[src/power_domain_pkg.sv]
// Constants and carrier types shared by the power domain control files.
`default_nettype none
package power_domain_pkg;
   localparam int sync_stages = 2;
   localparam int clk_period_ns = 5;
   localparam int core_reset_time_ns = 100;
   localparam int core_reset_cycles = (core_reset_time_ns + clk_period_ns - 1) / clk_period_ns;
   localparam int high_speed_crystal_div = 32;
   localparam logic [2:0] thr_ext_pin = 3'h7;
   localparam logic [1:0] rtc_src_none = 2'h0;
   localparam logic [1:0] rtc_src_irc = 2'h1;
   localparam logic [1:0] rtc_src_low_speed_crystal = 2'h2;
   localparam logic [1:0] rtc_src_high_speed_crystal = 2'h3;
   localparam logic charge_res_5k = 1'b0;
   localparam logic charge_res_1k5 = 1'b1;
   localparam logic [1:0] ldo_full = 2'h0;
   localparam logic [1:0] ldo_low = 2'h1;
   localparam logic [1:0] ldo_off = 2'h2;
   localparam logic rst_val_sram_on = 1'b1;
   localparam logic rst_val_cipher_on = 1'b0;
   localparam logic rst_val_flash_on = 1'b1;

   typedef struct packed
   {
      logic sram_off;
      logic cipher_on;
      logic flash_power_off;
      logic flash_deepsleep_off;
      logic cpu_register_retention;
   } domain_ctl_t;

   typedef struct packed
   {
      logic sram_on;
      logic cipher_on;
      logic flash_on;
      logic core_on;
      logic retain;
   } domain_pwr_t;

   typedef struct packed
   {
      logic enable;
      logic [2:0] threshold;
   } lvd_ctl_t;
endpackage
`default_nettype wire

[src/power_domain_control.sv]
// Power domain control: resets, supply detectors, battery charging, clock choice and domain switches.
//
// Contract
// - Backup reset comes only from backup power-on reset or software backup reset; the code also asserts it while rst_n_in is low.
// - Backup logic stays in reset while backup power-on reset is asserted.
// - Writing one to the backup soft reset bit resets all backup logic.
// - RTC source is internal 32k oscillator, low-speed crystal, or high-speed crystal/32.
// - With main supply off only the low-speed crystal stays a usable RTC source.
// - On battery supply the backup pins serve only clock and crystal roles.
// - Charge resistor select chooses the 5 kOhm or 1.5 kOhm resistor.
// - Battery charging is active only while charge enable is set.
// - Battery-only state forces charging off regardless of charge enable.
// - Core regulator is enabled after reset, then follows the requested mode state.
// - Supply reset from detectors resets the whole chip except backup domain.
// - Base brownout always acts; extra brownout trips at the option-byte threshold.
// - Voltage detector works only when enabled and reports against the 3-bit threshold.
// - Detector output drives external event line 16; event controller decides interrupts.
// - Threshold 111 compares the external pin against 0.8V instead of supply.
// - Core domain power-up runs a reset sequence over its logic.
// - Secondary SRAM switches off alone and is on after system reset.
// - Cipher domain is off after reset; software powers it on before use.
// - Flash power-off bit removes flash power; software sets it before lowering voltage.
// - Flash deep-sleep-off bit switches flash off on deep-sleep entry.
// - Switchable core domain is off in deepest sleep; retention bit keeps CPU registers.
`default_nettype none
module power_domain_control
(
   input wire logic mclk_in,
   input wire logic rst_n_in,
   input wire logic backup_power_on_reset_n_in,
   input wire logic backup_domain_soft_reset_in,
   input wire logic battery_only_state_in,
   input wire logic base_brownout_detector_in,
   input wire logic brownout_detect_in,
   input wire logic supply_reset_detector_in,
   input wire logic [1:0] rtc_source_select_in,
   input wire logic internal_32k_oscillator_tick_in,
   input wire logic low_speed_crystal_tick_in,
   input wire logic high_speed_crystal_tick_in,
   input wire logic charge_resistor_select_in,
   input wire logic charge_enable_in,
   input wire logic [1:0] ldo_mode_request_in,
   input wire logic lvd_enable_in,
   input wire logic [2:0] lvd_threshold_in,
   input wire logic supply_below_threshold_in,
   input wire logic pin_below_ref_in,
   input wire logic core_power_good_in,
   input wire logic sram_off_in,
   input wire logic cipher_on_in,
   input wire logic flash_power_off_in,
   input wire logic flash_deepsleep_off_in,
   input wire logic cpu_register_retention_in,
   input wire logic deepsleep_in,
   input wire logic deepest_sleep_in,
   output logic backup_reset_n_out,
   output logic chip_reset_n_out,
   output logic core_reset_n_out,
   output logic rtc_tick_out,
   output logic [1:0] rtc_source_active_out,
   output logic backup_pin_gpio_allowed_out,
   output logic charge_on_out,
   output logic charge_resistor_1k5_out,
   output logic ldo_enable_out,
   output logic [1:0] ldo_state_out,
   output logic voltage_detect_flag_out,
   output logic event_line16_out,
   output logic comparator_use_pin_out,
   output logic [2:0] comparator_level_out,
   output logic sram_power_on_out,
   output logic cipher_power_on_out,
   output logic flash_power_on_out,
   output logic core_power_on_out,
   output logic cpu_register_retention_out
);
   typedef enum logic [1:0] {core_idle, core_rst_seq, core_running} core_state_t;

   logic backup_power_on_reset_s;
   logic soft_s;
   logic batt_s;
   logic base_brownout_detector_s;
   logic bor_s;
   logic por_s;
   logic lvd_supply_s;
   logic lvd_pin_s;
   logic good_s;
   logic ds_s;
   logic dds_s;
   logic div_tick;

   power_domain_pkg::domain_ctl_t ctl;
   power_domain_pkg::domain_pwr_t pwr_r;
   power_domain_pkg::domain_pwr_t pwr_nxt;
   power_domain_pkg::lvd_ctl_t lvd_ctl;

   // Bring the reset, battery, detector, core-good and sleep levels into the clock domain first.
   level_sync u_sync_backup_power_on_reset (.mclk_in(mclk_in), .rst_n_in(rst_n_in), .d_in(backup_power_on_reset_n_in), .q_out(backup_power_on_reset_s));
   level_sync u_sync_soft (.mclk_in(mclk_in), .rst_n_in(rst_n_in), .d_in(backup_domain_soft_reset_in), .q_out(soft_s));
   level_sync u_sync_batt (.mclk_in(mclk_in), .rst_n_in(rst_n_in), .d_in(battery_only_state_in), .q_out(batt_s));
   level_sync u_sync_base_brownout_detector (.mclk_in(mclk_in), .rst_n_in(rst_n_in), .d_in(base_brownout_detector_in), .q_out(base_brownout_detector_s));
   level_sync u_sync_bor (.mclk_in(mclk_in), .rst_n_in(rst_n_in), .d_in(brownout_detect_in), .q_out(bor_s));
   level_sync u_sync_por (.mclk_in(mclk_in), .rst_n_in(rst_n_in), .d_in(supply_reset_detector_in), .q_out(por_s));
   level_sync u_sync_lvs (.mclk_in(mclk_in), .rst_n_in(rst_n_in), .d_in(supply_below_threshold_in), .q_out(lvd_supply_s));
   level_sync u_sync_lvp (.mclk_in(mclk_in), .rst_n_in(rst_n_in), .d_in(pin_below_ref_in), .q_out(lvd_pin_s));
   level_sync u_sync_good (.mclk_in(mclk_in), .rst_n_in(rst_n_in), .d_in(core_power_good_in), .q_out(good_s));
   level_sync u_sync_ds (.mclk_in(mclk_in), .rst_n_in(rst_n_in), .d_in(deepsleep_in), .q_out(ds_s));
   level_sync u_sync_dds (.mclk_in(mclk_in), .rst_n_in(rst_n_in), .d_in(deepest_sleep_in), .q_out(dds_s));

   rtc_div32 u_div (.mclk_in(mclk_in), .rst_n_in(rst_n_in), .tick_in(high_speed_crystal_tick_in), .tick_out(div_tick));

   assign ctl.sram_off = sram_off_in;
   assign ctl.cipher_on = cipher_on_in;
   assign ctl.flash_power_off = flash_power_off_in;
   assign ctl.flash_deepsleep_off = flash_deepsleep_off_in;
   assign ctl.cpu_register_retention = cpu_register_retention_in;
   assign lvd_ctl.enable = lvd_enable_in;
   assign lvd_ctl.threshold = lvd_threshold_in;

   // Reset generation.
   logic bkrst_n_r;
   logic bkrst_n_nxt;
   logic chiprst_n_r;
   logic chiprst_n_nxt;
   logic corerst_n_r;
   logic corerst_n_nxt;
   core_state_t core_st_r;
   core_state_t core_st_nxt;
   logic [7:0] seq_cnt_r;
   logic [7:0] seq_cnt_nxt;

   always_comb
   begin
      bkrst_n_nxt = backup_power_on_reset_s && !soft_s;
      chiprst_n_nxt = !(por_s || base_brownout_detector_s || bor_s);
      core_st_nxt = core_st_r;
      seq_cnt_nxt = seq_cnt_r;
      corerst_n_nxt = 1'b0;
      case (core_st_r)
         core_idle:
         begin
            if (good_s && chiprst_n_r)
            begin
               core_st_nxt = core_rst_seq;
               seq_cnt_nxt = 8'h00;
            end
         end
         core_rst_seq:
         begin
            seq_cnt_nxt = 8'(seq_cnt_r + 8'h01);
            if (seq_cnt_r == 8'(power_domain_pkg::core_reset_cycles - 1))
            begin
               core_st_nxt = core_running;
               corerst_n_nxt = 1'b1;
            end
         end
         core_running:
         begin
            corerst_n_nxt = 1'b1;
         end
         default:
         begin
            core_st_nxt = core_idle;
         end
      endcase
      if (!good_s || !chiprst_n_r)
      begin
         core_st_nxt = core_idle;
         corerst_n_nxt = 1'b0;
      end
   end

   always_ff @(posedge mclk_in or negedge rst_n_in)
   begin
      if (!rst_n_in)
      begin
         bkrst_n_r <= 1'b0;
         chiprst_n_r <= 1'b0;
         corerst_n_r <= 1'b0;
         core_st_r <= core_idle;
         seq_cnt_r <= 8'h00;
      end
      else
      begin
         bkrst_n_r <= bkrst_n_nxt;
         chiprst_n_r <= chiprst_n_nxt;
         corerst_n_r <= corerst_n_nxt;
         core_st_r <= core_st_nxt;
         seq_cnt_r <= seq_cnt_nxt;
      end
   end

   // Clock choice, pin roles and battery charging.
   logic rtc_tick_r;
   logic rtc_tick_nxt;
   logic [1:0] rtc_src_r;
   logic [1:0] rtc_src_nxt;
   logic gpio_ok_r;
   logic gpio_ok_nxt;
   logic charge_r;
   logic charge_nxt;
   logic res_r;
   logic res_nxt;

   always_comb
   begin
      rtc_src_nxt = rtc_source_select_in;
      if (batt_s && rtc_source_select_in != power_domain_pkg::rtc_src_low_speed_crystal)
      begin
         rtc_src_nxt = power_domain_pkg::rtc_src_none;
      end
      case (rtc_src_nxt)
         power_domain_pkg::rtc_src_irc: rtc_tick_nxt = internal_32k_oscillator_tick_in;
         power_domain_pkg::rtc_src_low_speed_crystal: rtc_tick_nxt = low_speed_crystal_tick_in;
         power_domain_pkg::rtc_src_high_speed_crystal: rtc_tick_nxt = div_tick;
         default: rtc_tick_nxt = 1'b0;
      endcase
      gpio_ok_nxt = !batt_s;
      charge_nxt = charge_enable_in && !batt_s;
      res_nxt = (charge_resistor_select_in == power_domain_pkg::charge_res_1k5);
   end

   always_ff @(posedge mclk_in or negedge rst_n_in)
   begin
      if (!rst_n_in)
      begin
         rtc_tick_r <= 1'b0;
         rtc_src_r <= power_domain_pkg::rtc_src_none;
         gpio_ok_r <= 1'b0;
         charge_r <= 1'b0;
         res_r <= 1'b0;
      end
      else
      begin
         rtc_tick_r <= rtc_tick_nxt;
         rtc_src_r <= rtc_src_nxt;
         gpio_ok_r <= gpio_ok_nxt;
         charge_r <= charge_nxt;
         res_r <= res_nxt;
      end
   end

   // Regulator and low-voltage detector.
   logic ldo_en_r;
   logic ldo_en_nxt;
   logic [1:0] ldo_st_r;
   logic [1:0] ldo_st_nxt;
   logic voltage_detect_flag_r;
   logic voltage_detect_flag_nxt;
   logic usepin_r;
   logic usepin_nxt;
   logic [2:0] level_r;
   logic [2:0] level_nxt;

   always_comb
   begin
      ldo_st_nxt = ldo_mode_request_in;
      ldo_en_nxt = (ldo_mode_request_in != power_domain_pkg::ldo_off);
      usepin_nxt = lvd_ctl.enable && (lvd_ctl.threshold == power_domain_pkg::thr_ext_pin);
      level_nxt = lvd_ctl.threshold;
      voltage_detect_flag_nxt = 1'b0;
      if (lvd_ctl.enable)
      begin
         voltage_detect_flag_nxt = usepin_r ? lvd_pin_s : lvd_supply_s;
      end
   end

   always_ff @(posedge mclk_in or negedge rst_n_in)
   begin
      if (!rst_n_in)
      begin
         ldo_en_r <= 1'b1;
         ldo_st_r <= power_domain_pkg::ldo_full;
         voltage_detect_flag_r <= 1'b0;
         usepin_r <= 1'b0;
         level_r <= 3'h0;
      end
      else
      begin
         ldo_en_r <= ldo_en_nxt;
         ldo_st_r <= ldo_st_nxt;
         voltage_detect_flag_r <= voltage_detect_flag_nxt;
         usepin_r <= usepin_nxt;
         level_r <= level_nxt;
      end
   end

   // Domain power switches.
   always_comb
   begin
      pwr_nxt.sram_on = !ctl.sram_off && !dds_s;
      pwr_nxt.cipher_on = ctl.cipher_on && !dds_s;
      pwr_nxt.flash_on = !ctl.flash_power_off && !(ds_s && ctl.flash_deepsleep_off);
      pwr_nxt.core_on = !dds_s;
      pwr_nxt.retain = ctl.cpu_register_retention;
   end

   always_ff @(posedge mclk_in or negedge rst_n_in)
   begin
      if (!rst_n_in)
      begin
         pwr_r.sram_on <= power_domain_pkg::rst_val_sram_on;
         pwr_r.cipher_on <= power_domain_pkg::rst_val_cipher_on;
         pwr_r.flash_on <= power_domain_pkg::rst_val_flash_on;
         pwr_r.core_on <= 1'b1;
         pwr_r.retain <= 1'b0;
      end
      else
      begin
         pwr_r <= pwr_nxt;
      end
   end

   assign backup_reset_n_out = bkrst_n_r;
   assign chip_reset_n_out = chiprst_n_r;
   assign core_reset_n_out = corerst_n_r;
   assign rtc_tick_out = rtc_tick_r;
   assign rtc_source_active_out = rtc_src_r;
   assign backup_pin_gpio_allowed_out = gpio_ok_r;
   assign charge_on_out = charge_r;
   assign charge_resistor_1k5_out = res_r;
   assign ldo_enable_out = ldo_en_r;
   assign ldo_state_out = ldo_st_r;
   assign voltage_detect_flag_out = voltage_detect_flag_r;
   assign event_line16_out = voltage_detect_flag_r;
   assign comparator_use_pin_out = usepin_r;
   assign comparator_level_out = level_r;
   assign sram_power_on_out = pwr_r.sram_on;
   assign cipher_power_on_out = pwr_r.cipher_on;
   assign flash_power_on_out = pwr_r.flash_on;
   assign core_power_on_out = pwr_r.core_on;
   assign cpu_register_retention_out = pwr_r.retain;
endmodule
`default_nettype wire

[src/level_sync.sv]
// Two-stage synchroniser for a level from another domain.
`default_nettype none
module level_sync
(
   input wire logic mclk_in,
   input wire logic rst_n_in,
   input wire logic d_in,
   output logic q_out
);
   logic meta_r;
   logic meta_nxt;
   logic q_r;
   logic q_nxt;

   always_comb
   begin
      meta_nxt = d_in;
      q_nxt = meta_r;
   end

   always_ff @(posedge mclk_in or negedge rst_n_in)
   begin
      if (!rst_n_in)
      begin
         meta_r <= 1'b0;
         q_r <= 1'b0;
      end
      else
      begin
         meta_r <= meta_nxt;
         q_r <= q_nxt;
      end
   end

   assign q_out = q_r;
endmodule
`default_nettype wire

[src/rtc_div32.sv]
// Divides the high-speed crystal clock enable stream by 32 for the real-time clock.
`default_nettype none
module rtc_div32
(
   input wire logic mclk_in,
   input wire logic rst_n_in,
   input wire logic tick_in,
   output logic tick_out
);
   logic [4:0] cnt_r;
   logic [4:0] cnt_nxt;
   logic tick_r;
   logic tick_nxt;

   always_comb
   begin
      cnt_nxt = cnt_r;
      tick_nxt = 1'b0;
      if (tick_in)
      begin
         cnt_nxt = 5'(cnt_r + 5'h01);
         tick_nxt = (cnt_r == 5'(power_domain_pkg::high_speed_crystal_div - 1));
      end
   end

   always_ff @(posedge mclk_in or negedge rst_n_in)
   begin
      if (!rst_n_in)
      begin
         cnt_r <= 5'h00;
         tick_r <= 1'b0;
      end
      else
      begin
         cnt_r <= cnt_nxt;
         tick_r <= tick_nxt;
      end
   end

   assign tick_out = tick_r;
endmodule
`default_nettype wire

[config.mk]
export PLATFORM = sky130hd
export DESIGN_NAME = power_domain_control
export DESIGN_NICKNAME = d
export VERILOG_FILES = /design/src/power_domain_pkg.sv /design/src/power_domain_control.sv /design/src/level_sync.sv /design/src/rtc_div32.sv
export SDC_FILE = /design/constraint.sdc
export NUM_CORES = 1
export LEC_CHECK = 0
export ABC_AREA = 1
export BUFFER_PORTS_ARGS = -buffer_cell sky130_fd_sc_hd__buf_2
export CAP_MARGIN = 20
export CORE_UTILIZATION = 42
export CTS_CLUSTER_DIAMETER = 120
export DETAILED_ROUTE_END_ITERATION = 8
export GPL_TIMING_DRIVEN = 0
export PLACE_DENSITY = 0.66
export SLEW_MARGIN = 0
export SYNTH_ARGS = -nofsm -noshare
export SYNTH_HDL_FRONTEND = slang
export SYNTH_SLANG_ARGS = --single-unit
[constraint.sdc]
create_clock -name mclk_in -period 1.61 [get_ports mclk_in]
set_clock_uncertainty 0.05 [all_clocks]
set_input_delay 0.322 -clock mclk_in [delete_from_list [all_inputs] [get_ports mclk_in]]
set_output_delay 0.322 -clock mclk_in [all_outputs]
set_load 0.01 [all_outputs]
==> results of run 1 <==
-- stage by stage --
| step | total power [W] | hold WS, ns | cell area [um^2] | utilization [%] | setup TNS [ns] |
|---|---|---|---|---|---|
| floorplan | 0.00188 | -0.0236 | 2140 | - | 0 |
| global placement | 0.00199 | 0.282 | 2490 | 51.7 | 0 |
| detailed placement | 0.00201 | 0.254 | 2510 | 52.1 | 0 |
| CTS | 0.00354 | 0.0242 | 2750 | 57.1 | 0 |
| global route | 0.00366 | 0.0159 | 2780 | 57.7 | -0.0134 |
| finish | 0.00349 | 0.0429 | 2780 | 57.7 | 0 |
-- layout by cell type (no fill, tap or decap) --
cell type	count
a21oi_1	9
a21oi_2	1
and3_1	1
buf_12	1
buf_2	53
buf_4	1
buf_6	1
bufinv_16	2
clkbuf_1	1
clkbuf_8	11
clkinv_2	1
clkinvlp_4	1
dfrtp_1	56
dfstp_2	4
dlygate4sd3_1	1
ha_1	5
ha_4	2
inv_1	27
inv_2	1
mux2_2	2
nand2_1	32
nand3_1	10
nand3_2	2
nand4_1	2
nor2_1	17
nor2_2	1
nor3_1	1
o21ai_0	2
o21ai_1	2
o21ai_4	1
o21bai_1	1
xnor2_1	1
xor2_1	2
-- power by group through the flow --
stage                     registers (W)  logic [W]  clock network, W
after floorplan                 0.00174   0.000141                 0
after global placement          0.00173   0.000265                 0
after detailed placement        0.00173   0.000282                 0
after CTS                       0.00171   0.000287           0.00154
after global routing            0.00172   0.000325           0.00161
final                           0.00171   0.000281           0.00150
-- final timing paths --
| check | to | slack, ns | depth (start not counted) | from |
|---|---|---|---|---|
| max in group asynchronous | ldo_enable_out$_DFF_PN1_ | 0.46 | 3 | rst_n_in |
| worst max register to register | seq_cnt_r[3]$_DFFE_PN0P_ | 0.1 | 8 | core_st_r[1]$_DFFE_PN0P_ |
| worst min register to register | u_sync_batt.q_out$_DFF_PN0_ | 0.30 | 0 | u_sync_batt.meta_r$_DFF_PN0_ |
| worst max-delay path | seq_cnt_r[3]$_DFFE_PN0P_ | 0.1 | 8 | core_st_r[1]$_DFFE_PN0P_ |
| min in group asynchronous | u_sync_ds.q_out$_DFF_PN0_ | 0.43 | 2 | rst_n_in |
| worst min-delay path | u_sync_lvp.meta_r$_DFF_PN0_ | 0.04 | 1 | pin_below_ref_in |
-- area by class of cell --
| class | count | area [um^2] |
|---|---|---|
| Tap cell | 67 | 83.8 |
| Multi-Input combinational cell | 94 | 543 |
| Buffer | 2 | 18.8 |
| Clock inverter | 4 | 72.6 |
| Inverter | 28 | 105 |
| Timing Repair Buffer | 55 | 295 |
| Clock buffer | 12 | 155 |
| Sequential cell | 60 | 1510 |
| Fill cell | 439 | 2040 |
-- flip-flops by register name (all words and copies together) (netlist names), 2 cells and up --
register / count
comparator_level_out: 3
core_st_r: 2
ldo_state_out: 2
rtc_source_active_out: 2
seq_cnt_r: 8
u_div.cnt_r: 5
-- kinds of logic after synthesis --
| group | synth area share (%) |
|---|---|
| XOR/XNOR | 1.23 |
| AO/OA/AOI/OAI | 4.56 |
| adder cells (fa/ha/maj) | 4.09 |
| AND/OR/NAND/NOR | 12.9 |
| flip-flops | 70.4 |
| buffers and inverters | 5.79 |
| multiplexers | 1.05 |
-- what timing repair did --
action	in CTS	in global routing
gates resized for setup	1	5
endpoints found under the hold margin	18	0
hold buffers	1	0
setup endpoints to repair	1	8
-- per-layer routing --
metal / wire length (um) / part of all wire (%) / track usage (%) / up-vias
met5: 0 / 0 / 0 / -
met4: 80 / 2.4 / 11.1 / 0
met3: 205 / 6.1 / 6.45 / 8
met2: 1650 / 49 / 24.6 / 46
met1: 1430 / 42 / 16.2 / 662
li1: - / - / - / 702
==> results.py, run 1 <==
metrics = {
    "floorplan": {
        "dieArea_mm2": 0.00539,
        "start_util_pct": 44.4,
        "dieWidth_um": 73.4,
        "rows": 25,
        "die_h_um": 73.4,
        "core-area_mm2": 0.00482,
        "ios": 54,
    },
    "global_route": {
        "grt_max_degree": 42,
        "grt_usage_pct": 15.3,
        "grt_pass1_wl_um": 5900,
        "grt.overflow.total": 0,
        "first_global_vias": 1467,
        "antenna_found_initial": 0,
    },
    "sta": {
        "setup_violations": 0,
        "max_freq_ghz": 0.661,
        "setup_slack_ns": 0.0976,
        "min_period_ns": 1.51,
        "finalMaxSlewViolations": 0,
        "relSlewSlack_pct": 68.9,
        "post-route-period-util_pct": 93.9,
        "finalHoldViolations": 0,
        "worst_slew_pin_slew_ns": 0.466,
    },
    "drt": {
        "drt_first_pass_iters": 4,
        "drt-total-wl_um": 3370,
        "wire_per_inst_um": 10.5,
        "via_count": 1418,
        "drc": 0,
        "ant_nets": 0,
        "viasPerCell": 4.40,
        "drtIter0Drc": 51,
    },
    "logic_synthesis": {
        "ys_seq_area_share_pct": 70.4,
        "yosysWarnings": 0,
        "synth.net_count": 222,
        "ys.flop_type": "dfrtp_1",
        "netlist.area_leader.share_pct": 65.5,
        "async_flop_share_pct": 100,
        "synth-edff-count": 0,
        "netlist_top_cells_count": "56 x dfrtp_1, 32 x nand2_1, 27 x inv_1",
        "synth.cell_area_mm2": 0.00214,
        "synth.top_cells.by_area": "dfrtp_1 65%, nand2_1 5.6%, dfstp_2 4.9%",
        "synth_top_area_cell": "dfrtp_1",
        "synth_cell_type_count": 23,
        "synth_most_common_cell": "dfrtp_1",
        "syn-mean-instance-area_um2": 11.6,
        "netlist_instances": 184,
        "ys_ff_latch": 60,
    },
    "critical_path": {
        "critPathBufInv": 3,
        "cp_data_arrival_time_ns": 1.67,
        "criticalPathCategory": "flip-flop to flip-flop",
        "endpoint_kind": "flip-flop",
        "cp_data_required_time_ns": 1.77,
        "cpPeakStageDelay_ns": 0.40,
        "cp_slowest_cell": "dfrtp_1",
        "path_cells": "inv_1, ha_4, inv_2, o21ai_4, buf_6, nand3_1, nand2_1, nor2_1",
        "crit_fanout": 10,
        "start_kind": "flip-flop",
        "cp_top_family": "buffers and inverters",
    },
    "cts": {
        "clock_latency_ns": 0.33,
        "h-tree-depth": 3,
        "cts-root-buf": "clkbuf_8",
        "cts_buffer_depth": 2,
        "tritoncts": "done",
        "cts.sinks": 60,
        "cts_setup_buffers": 0,
        "tritoncts.num_buffers": 9,
        "cts.reportedPaths.clkPinSlew_ns": 0.07,
    },
    "placed_design": {
        "gp_congestion": 0.742,
        "port_buffers": 53,
        "place_ws_ns": 0.0144,
        "hpwlAfterDp_um": 2360,
        "dpl.cell_count": 305,
    },
    "cells_and_area": {
        "area_growth_pct": 29.9,
        "diodes": 0,
        "drive_gt1_share_pct": 33.3,
        "nets": 288,
        "layout.cells.non_filler": 322,
    },
    "min_path": {
        "min_path_type": "input port to flip-flop",
    },
    "pwr": {
        "leakage_nw": 1.43,
        "p_switching_w": 0.000754,
        "pwr-share-seq_pct": 48.9,
        "power_density_mw_per_mm2": 1260,
        "switching_share_pct": 21.6,
        "p_comb_share_pct": 8.1,
        "clkPwrFrac_pct": 43.0,
        "vdd_drop_max_v": 0.000803,
        "intPower_w": 0.00274,
    },
    "run_status": {
        "status": "complete, no violations",
    },
    "flow_run": {
        "maxCapViolations": 0,
    },
}
No activity file was read; power rests on OpenSTA's default activity.
==> run 2: changes to the inputs <==
--- a/config.mk
+++ b/config.mk
@@ -8,11 +8,11 @@
 export ABC_AREA = 1
 export BUFFER_PORTS_ARGS = -buffer_cell sky130_fd_sc_hd__buf_2
 export CAP_MARGIN = 20
-export CORE_UTILIZATION = 42
+export CORE_MARGIN = 10
+export CORE_UTILIZATION = 35
 export CTS_CLUSTER_DIAMETER = 120
 export DETAILED_ROUTE_END_ITERATION = 8
 export GPL_TIMING_DRIVEN = 0
-export PLACE_DENSITY = 0.66
 export SLEW_MARGIN = 0
 export SYNTH_ARGS = -nofsm -noshare
 export SYNTH_HDL_FRONTEND = slang
==> results.py, run 2 (same netlist as run 1, synthesis figures left out) <==
metrics = {
    "cts": {
        "tritoncts": "done",
        "h-tree-depth": 3,
        "cts_setup_buffers": 0,
        "clock_latency_ns": 0.34,
        "tritoncts.num_buffers": 9,
        "cts.reportedPaths.clkPinSlew_ns": 0.07,
        "cts.sinks": 60,
        "cts_buffer_depth": 2,
        "cts-root-buf": "clkbuf_8",
        "ctsHoldBuffers": 0,
    },
    "critical_path": {
        "endpoint_kind": "flip-flop",
        "critPathBufInv": 2,
        "cp_data_required_time_ns": 1.79,
        "cpPeakStageDelay_ns": 0.43,
        "cp_data_arrival_time_ns": 1.68,
        "cp_slowest_cell": "dfrtp_1",
        "cp_top_family": "flip-flops",
        "crit_fanout": 10,
        "criticalPathCategory": "flip-flop to flip-flop",
        "start_kind": "flip-flop",
        "path_cells": "inv_1, ha_2, nand3_2, o21ai_4, buf_6, nand3_1, nand2_1, nor2_1",
    },
    "drt": {
        "wire_per_inst_um": 11.7,
        "drtIter0Drc": 53,
        "viasPerCell": 4.32,
        "via_count": 1421,
        "drc": 0,
        "drt_first_pass_iters": 4,
        "drt-total-wl_um": 3860,
        "ant_nets": 0,
    },
    "cells_and_area": {
        "max_flop_register": "seq_cnt_r",
        "fillers": 579,
        "nets": 287,
        "drive_gt1_share_pct": 33.5,
        "area_growth_pct": 28.9,
        "final_common_cell": "dfrtp_1",
        "mostFrequentLayoutCells": "56 x dfrtp_1, 53 x buf_2, 32 x nand2_1, 26 x inv_1, 17 x nor2_1",
        "largest_register_ff_count": 8,
        "diodes": 0,
    },
    "sta": {
        "max_freq_ghz": 0.667,
        "relSlewSlack_pct": 50.7,
        "final.setup.tns_ns": 0,
        "min_period_ns": 1.50,
        "holdWs_ns": -0.00643,
        "post-route-period-util_pct": 93.1,
        "finalMaxSlewViolations": 0,
        "rsz0062_at_grt": "false",
        "worst_slew_pin_slew_ns": 0.740,
        "setup_violations": 0,
        "finalHoldViolations": 10,
    },
    "global_route": {
        "grt_max_degree": 34,
        "antenna_found_initial": 0,
        "grt_pass1_wl_um": 6790,
        "grt.overflow.total": 0,
        "first_global_vias": 1469,
        "grt_usage_pct": 8.78,
    },
    "floorplan": {
        "rows": 28,
        "dieWidth_um": 98.2,
        "die_h_um": 98.2,
        "dieArea_mm2": 0.00965,
        "core-area_mm2": 0.00592,
        "start_util_pct": 36.2,
        "ios": 54,
    },
    "flow_run": {
        "maxCapViolations": 0,
    },
    "run_status": {
        "status": "complete, but fails checks",
        "violations": "negative hold slack",
    },
    "pwr": {
        "leakage_nw": 1.42,
        "power_density_mw_per_mm2": 1250,
        "vdd_drop_max_v": 0.000743,
    },
    "placed_design": {
        "port_buffers": 53,
        "gp_congestion": 0.799,
        "hpwlAfterDp_um": 2810,
    },
    "min_path": {
        "min_path_type": "input port to async pin",
    },
}
## run 2: metal layers
| metal | part of all wire [%] | GRT usage (%) | vias to the layer above |
|---|---|---|---|
| met4 | 1.8 | 5.29 | 0 |
| met1 | 42 | 9.42 | 664 |
| met3 | 8.3 | 4.86 | 12 |
| met5 | 0 | 0 | - |
| met2 | 48 | 13.3 | 41 |
| li1 | - | - | 704 |
## run 2: final cells by class
type | instances | area (um^2) | area share, %
Inverter | 28 | 105 | 3.81
Multi-Input combinational cell | 94 | 533 | 19.3
Tap cell | 75 | 93.8 | 3.40
Clock buffer | 12 | 145 | 5.26
Buffer | 2 | 18.8 | 0.680
Clock inverter | 4 | 72.6 | 2.63
Timing Repair Buffer | 54 | 285 | 10.3
Sequential cell | 60 | 1510 | 54.6
## run 2: power by group
group,switching [W],leakage [nW],internal [W]
Sequential,0.0000661,0.734,0.00164
Combinational,0.000138,0.580,0.000140
Clock,0.000566,0.107,0.000912
Total,0.000770,1.42,0.00269
## run 2: path summary, 6_finish.rpt
kind / startpoint / end / slack (ns) / cells after the start
max: core_st_r[0]$_DFFE_PN0P_ / seq_cnt_r[3]$_DFFE_PN0P_ / 0.11 / 8
min: rst_n_in / seq_cnt_r[4]$_DFFE_PN0P_ / -0.006 / 1
max reg2reg: core_st_r[0]$_DFFE_PN0P_ / seq_cnt_r[3]$_DFFE_PN0P_ / 0.11 / 8
min reg2reg: u_sync_lvp.meta_r$_DFF_PN0_ / u_sync_lvp.q_out$_DFF_PN0_ / 0.29 / 0
max in group asynchronous: rst_n_in / u_div.cnt_r[1]$_DFFE_PN0P_ / 0.91 / 2
min in group mclk_in: sram_off_in / sram_power_on_out$_DFF_PN1_ / 0.04 / 2
## run 2: stage by stage
stage                     setup WS [ns]  instances  util [%]  area (um^2)  total power (W)
final                             0.111        329      46.6         2760          0.00346
after global routing            0.00422        329      46.6         2760          0.00365
after CTS                        0.0465        329      46.3         2740          0.00353
after detailed placement        0.00580        313      42.6         2520          0.00202
after global placement           0.0214        312      42.2         2500          0.00200
after floorplan                   0.177        184         -         2140          0.00188
## run 2: worst reg2reg max path: stages (launching register included)
cell and delay [ns]:
dfrtp_1 0.43, inv_1 0.11, ha_2 0.22, nand3_2 0.12, o21ai_4 0.11, buf_6 0.17
nand3_1 0.08, nand2_1 0.07, nor2_1 0.04
## run 2: timing repair
item | in CTS | in global routing
gates resized for setup | 1 | 5
pin swaps | 0 | 0
setup endpoints to repair | 1 | 7
==> run 3: changes to the inputs <==
--- a/config.mk
+++ b/config.mk
@@ -10,6 +10,7 @@
 export CAP_MARGIN = 20
 export CORE_MARGIN = 10
 export CORE_UTILIZATION = 35
+export CTS_BUF_LIST = sky130_fd_sc_hd__clkbuf_2
 export CTS_CLUSTER_DIAMETER = 120
 export DETAILED_ROUTE_END_ITERATION = 8
 export GPL_TIMING_DRIVEN = 0
==> results.py, run 3 (same netlist as run 1, synthesis figures left out) <==
metrics = {
    "min_path": {
        "min_path_type": "input port to flip-flop",
        "worstHoldPathCells": 3,
    },
    "critical_path": {
        "crit_fanout": 3,
        "criticalPathCategory": "flip-flop to flip-flop",
        "start_kind": "flip-flop",
        "endpoint_kind": "flip-flop",
        "cp_data_required_time_ns": 1.91,
        "cp_data_arrival_time_ns": 1.81,
        "r2r_cells": 4,
    },
    "cells_and_area": {
        "drive_gt1_share_pct": 31.0,
        "largest_register_ff_count": 8,
        "diodes": 0,
        "final_common_cell": "dfrtp_1",
        "mostFrequentLayoutCells": "56 x dfrtp_1, 53 x buf_2, 32 x nand2_1, 26 x inv_1, 26 x dlygate4sd3_1",
        "nets": 314,
        "area_growth_pct": 37.9,
        "max_flop_register": "seq_cnt_r",
    },
    "pwr": {
        "pwr-share-seq_pct": 55.3,
        "switching_share_pct": 24.0,
        "power_density_mw_per_mm2": 1040,
        "leakage_nw": 1.51,
        "intPower_w": 0.00234,
        "clkPwrFrac_pct": 34.0,
        "total_power_w": 0.00308,
        "p_comb_share_pct": 10.7,
        "p_switching_w": 0.000740,
        "vdd_drop_max_v": 0.000754,
    },
    "sta": {
        "worst_slew_pin_slew_ns": 0.738,
        "finalHoldViolations": 0,
        "holdWs_ns": 0.0636,
        "max_freq_ghz": 0.663,
        "finalMaxSlewViolations": 0,
        "min_period_ns": 1.51,
        "rsz0062_at_grt": "false",
        "post-route-period-util_pct": 93.7,
        "setup_violations": 0,
        "relSlewSlack_pct": 50.8,
        "final.setup.tns_ns": 0,
    },
    "drt": {
        "drc": 0,
        "drt_first_pass_iters": 4,
        "via_count": 1531,
        "ant_nets": 0,
        "wire_per_inst_um": 11.6,
        "viasPerCell": 4.30,
        "drtIter0Drc": 50,
        "drt-total-wl_um": 4120,
    },
    "global_route": {
        "grt.overflow.total": 0,
        "grt_pass1_wl_um": 7330,
        "grt_max_degree": 34,
        "first_global_vias": 1625,
        "grt_usage_pct": 9.28,
        "antenna_found_initial": 0,
    },
    "placed_design": {
        "gp_congestion": 0.799,
        "port_buffers": 53,
        "hpwlAfterDp_um": 2810,
    },
    "cts": {
        "cts_buffer_depth": 2,
        "tritoncts": "done",
        "cts.sinks": 60,
        "cts.reportedPaths.clkPinSlew_ns": 0.15,
        "tritoncts.num_buffers": 9,
        "cts-root-buf": "clkbuf_2",
        "h-tree-depth": 3,
        "clock_latency_ns": 0.46,
    },
    "floorplan": {
        "rows": 28,
        "ios": 54,
        "core-area_mm2": 0.00592,
        "start_util_pct": 36.2,
        "dieWidth_um": 98.2,
        "dieArea_mm2": 0.00965,
        "die_h_um": 98.2,
    },
    "flow_run": {
        "maxCapViolations": 0,
    },
    "run_status": {
        "status": "complete, no violations",
    },
}
==> run 3: cell type report <==
cell class                      count  area [um^2]
Multi-Input combinational cell     94          543
Buffer                              2         18.8
Fill cell                         555         2970
Clock inverter                      5         76.3
Timing Repair Buffer               81          553
Clock buffer                       11         55.1
Inverter                           28          105
Sequential cell                    60         1510
Tap cell                           75         93.8
==> run 3: stage by stage <==
step | instance area, um^2 | cells | setup slack (ns) | util, %
5_1_grt | 2950 | 356 | 0.0218 | 49.9
6_report | 2950 | 356 | 0.102 | 49.9
4_1_cts | 2910 | 355 | 0.0331 | 49.2
3_5_place_dp | 2520 | 313 | 0.00580 | 42.6
3_3_place_gp | 2500 | 312 | 0.0214 | 42.2
2_1_floorplan | 2140 | 184 | 0.177 | -
==> run 3: critical path: stages, from the launching register on <==
cell     delay (ns)
dfrtp_1        0.43
ha_1           0.22
and3_1         0.20
ha_1           0.26
mux2_2         0.26
==> run 3: worst paths after layout <==
path | startpoint | end | slack, ns
worst max-delay path | u_div.cnt_r[0]$_DFFE_PN0P_ | u_div.cnt_r[4]$_DFFE_PN0P_ | 0.10
max in group asynchronous | rst_n_in | u_div.cnt_r[1]$_DFFE_PN0P_ | 0.52
min in group asynchronous | rst_n_in | seq_cnt_r[6]$_DFFE_PN0P_ | 0.38
worst max register to register | u_div.cnt_r[0]$_DFFE_PN0P_ | u_div.cnt_r[4]$_DFFE_PN0P_ | 0.10
worst min register to register | u_sync_lvs.meta_r$_DFF_PN0_ | u_sync_lvs.q_out$_DFF_PN0_ | 0.32
worst min-delay path | high_speed_crystal_tick_in | u_div.tick_out$_DFF_PN0_ | 0.06
==> run 3: timing repair <==
action / CTS / global route
hold buffers: 26 / 0
buffers inserted: 0 / 1
cloned: 0 / 0
endpoints found under the setup margin: 1 / 8
resized for setup: 1 / 6
hold endpoints to repair: 54 / 0
==> run 3: routing by layer <==
layer	up-vias	share of wire [%]	global-route usage, %
met4	0	1.8	4.63
met1	724	42	9.64
met2	40	49	15.2
li1	755	-	-
met3	12	7.5	4.65
met5	-	0	0
==> run 3: power by group through the flow <==
| stage | registers [W] | clock network (W) | logic (W) |
|---|---|---|---|
| global placement | 0.00173 | 0 | 0.000270 |
| global route | 0.00172 | 0.00116 | 0.000382 |
| finish | 0.00170 | 0.00105 | 0.000330 |
| detailed placement | 0.00173 | 0 | 0.000287 |
| floorplan | 0.00174 | 0 | 0.000141 |
| CTS | 0.00170 | 0.00110 | 0.000335 |
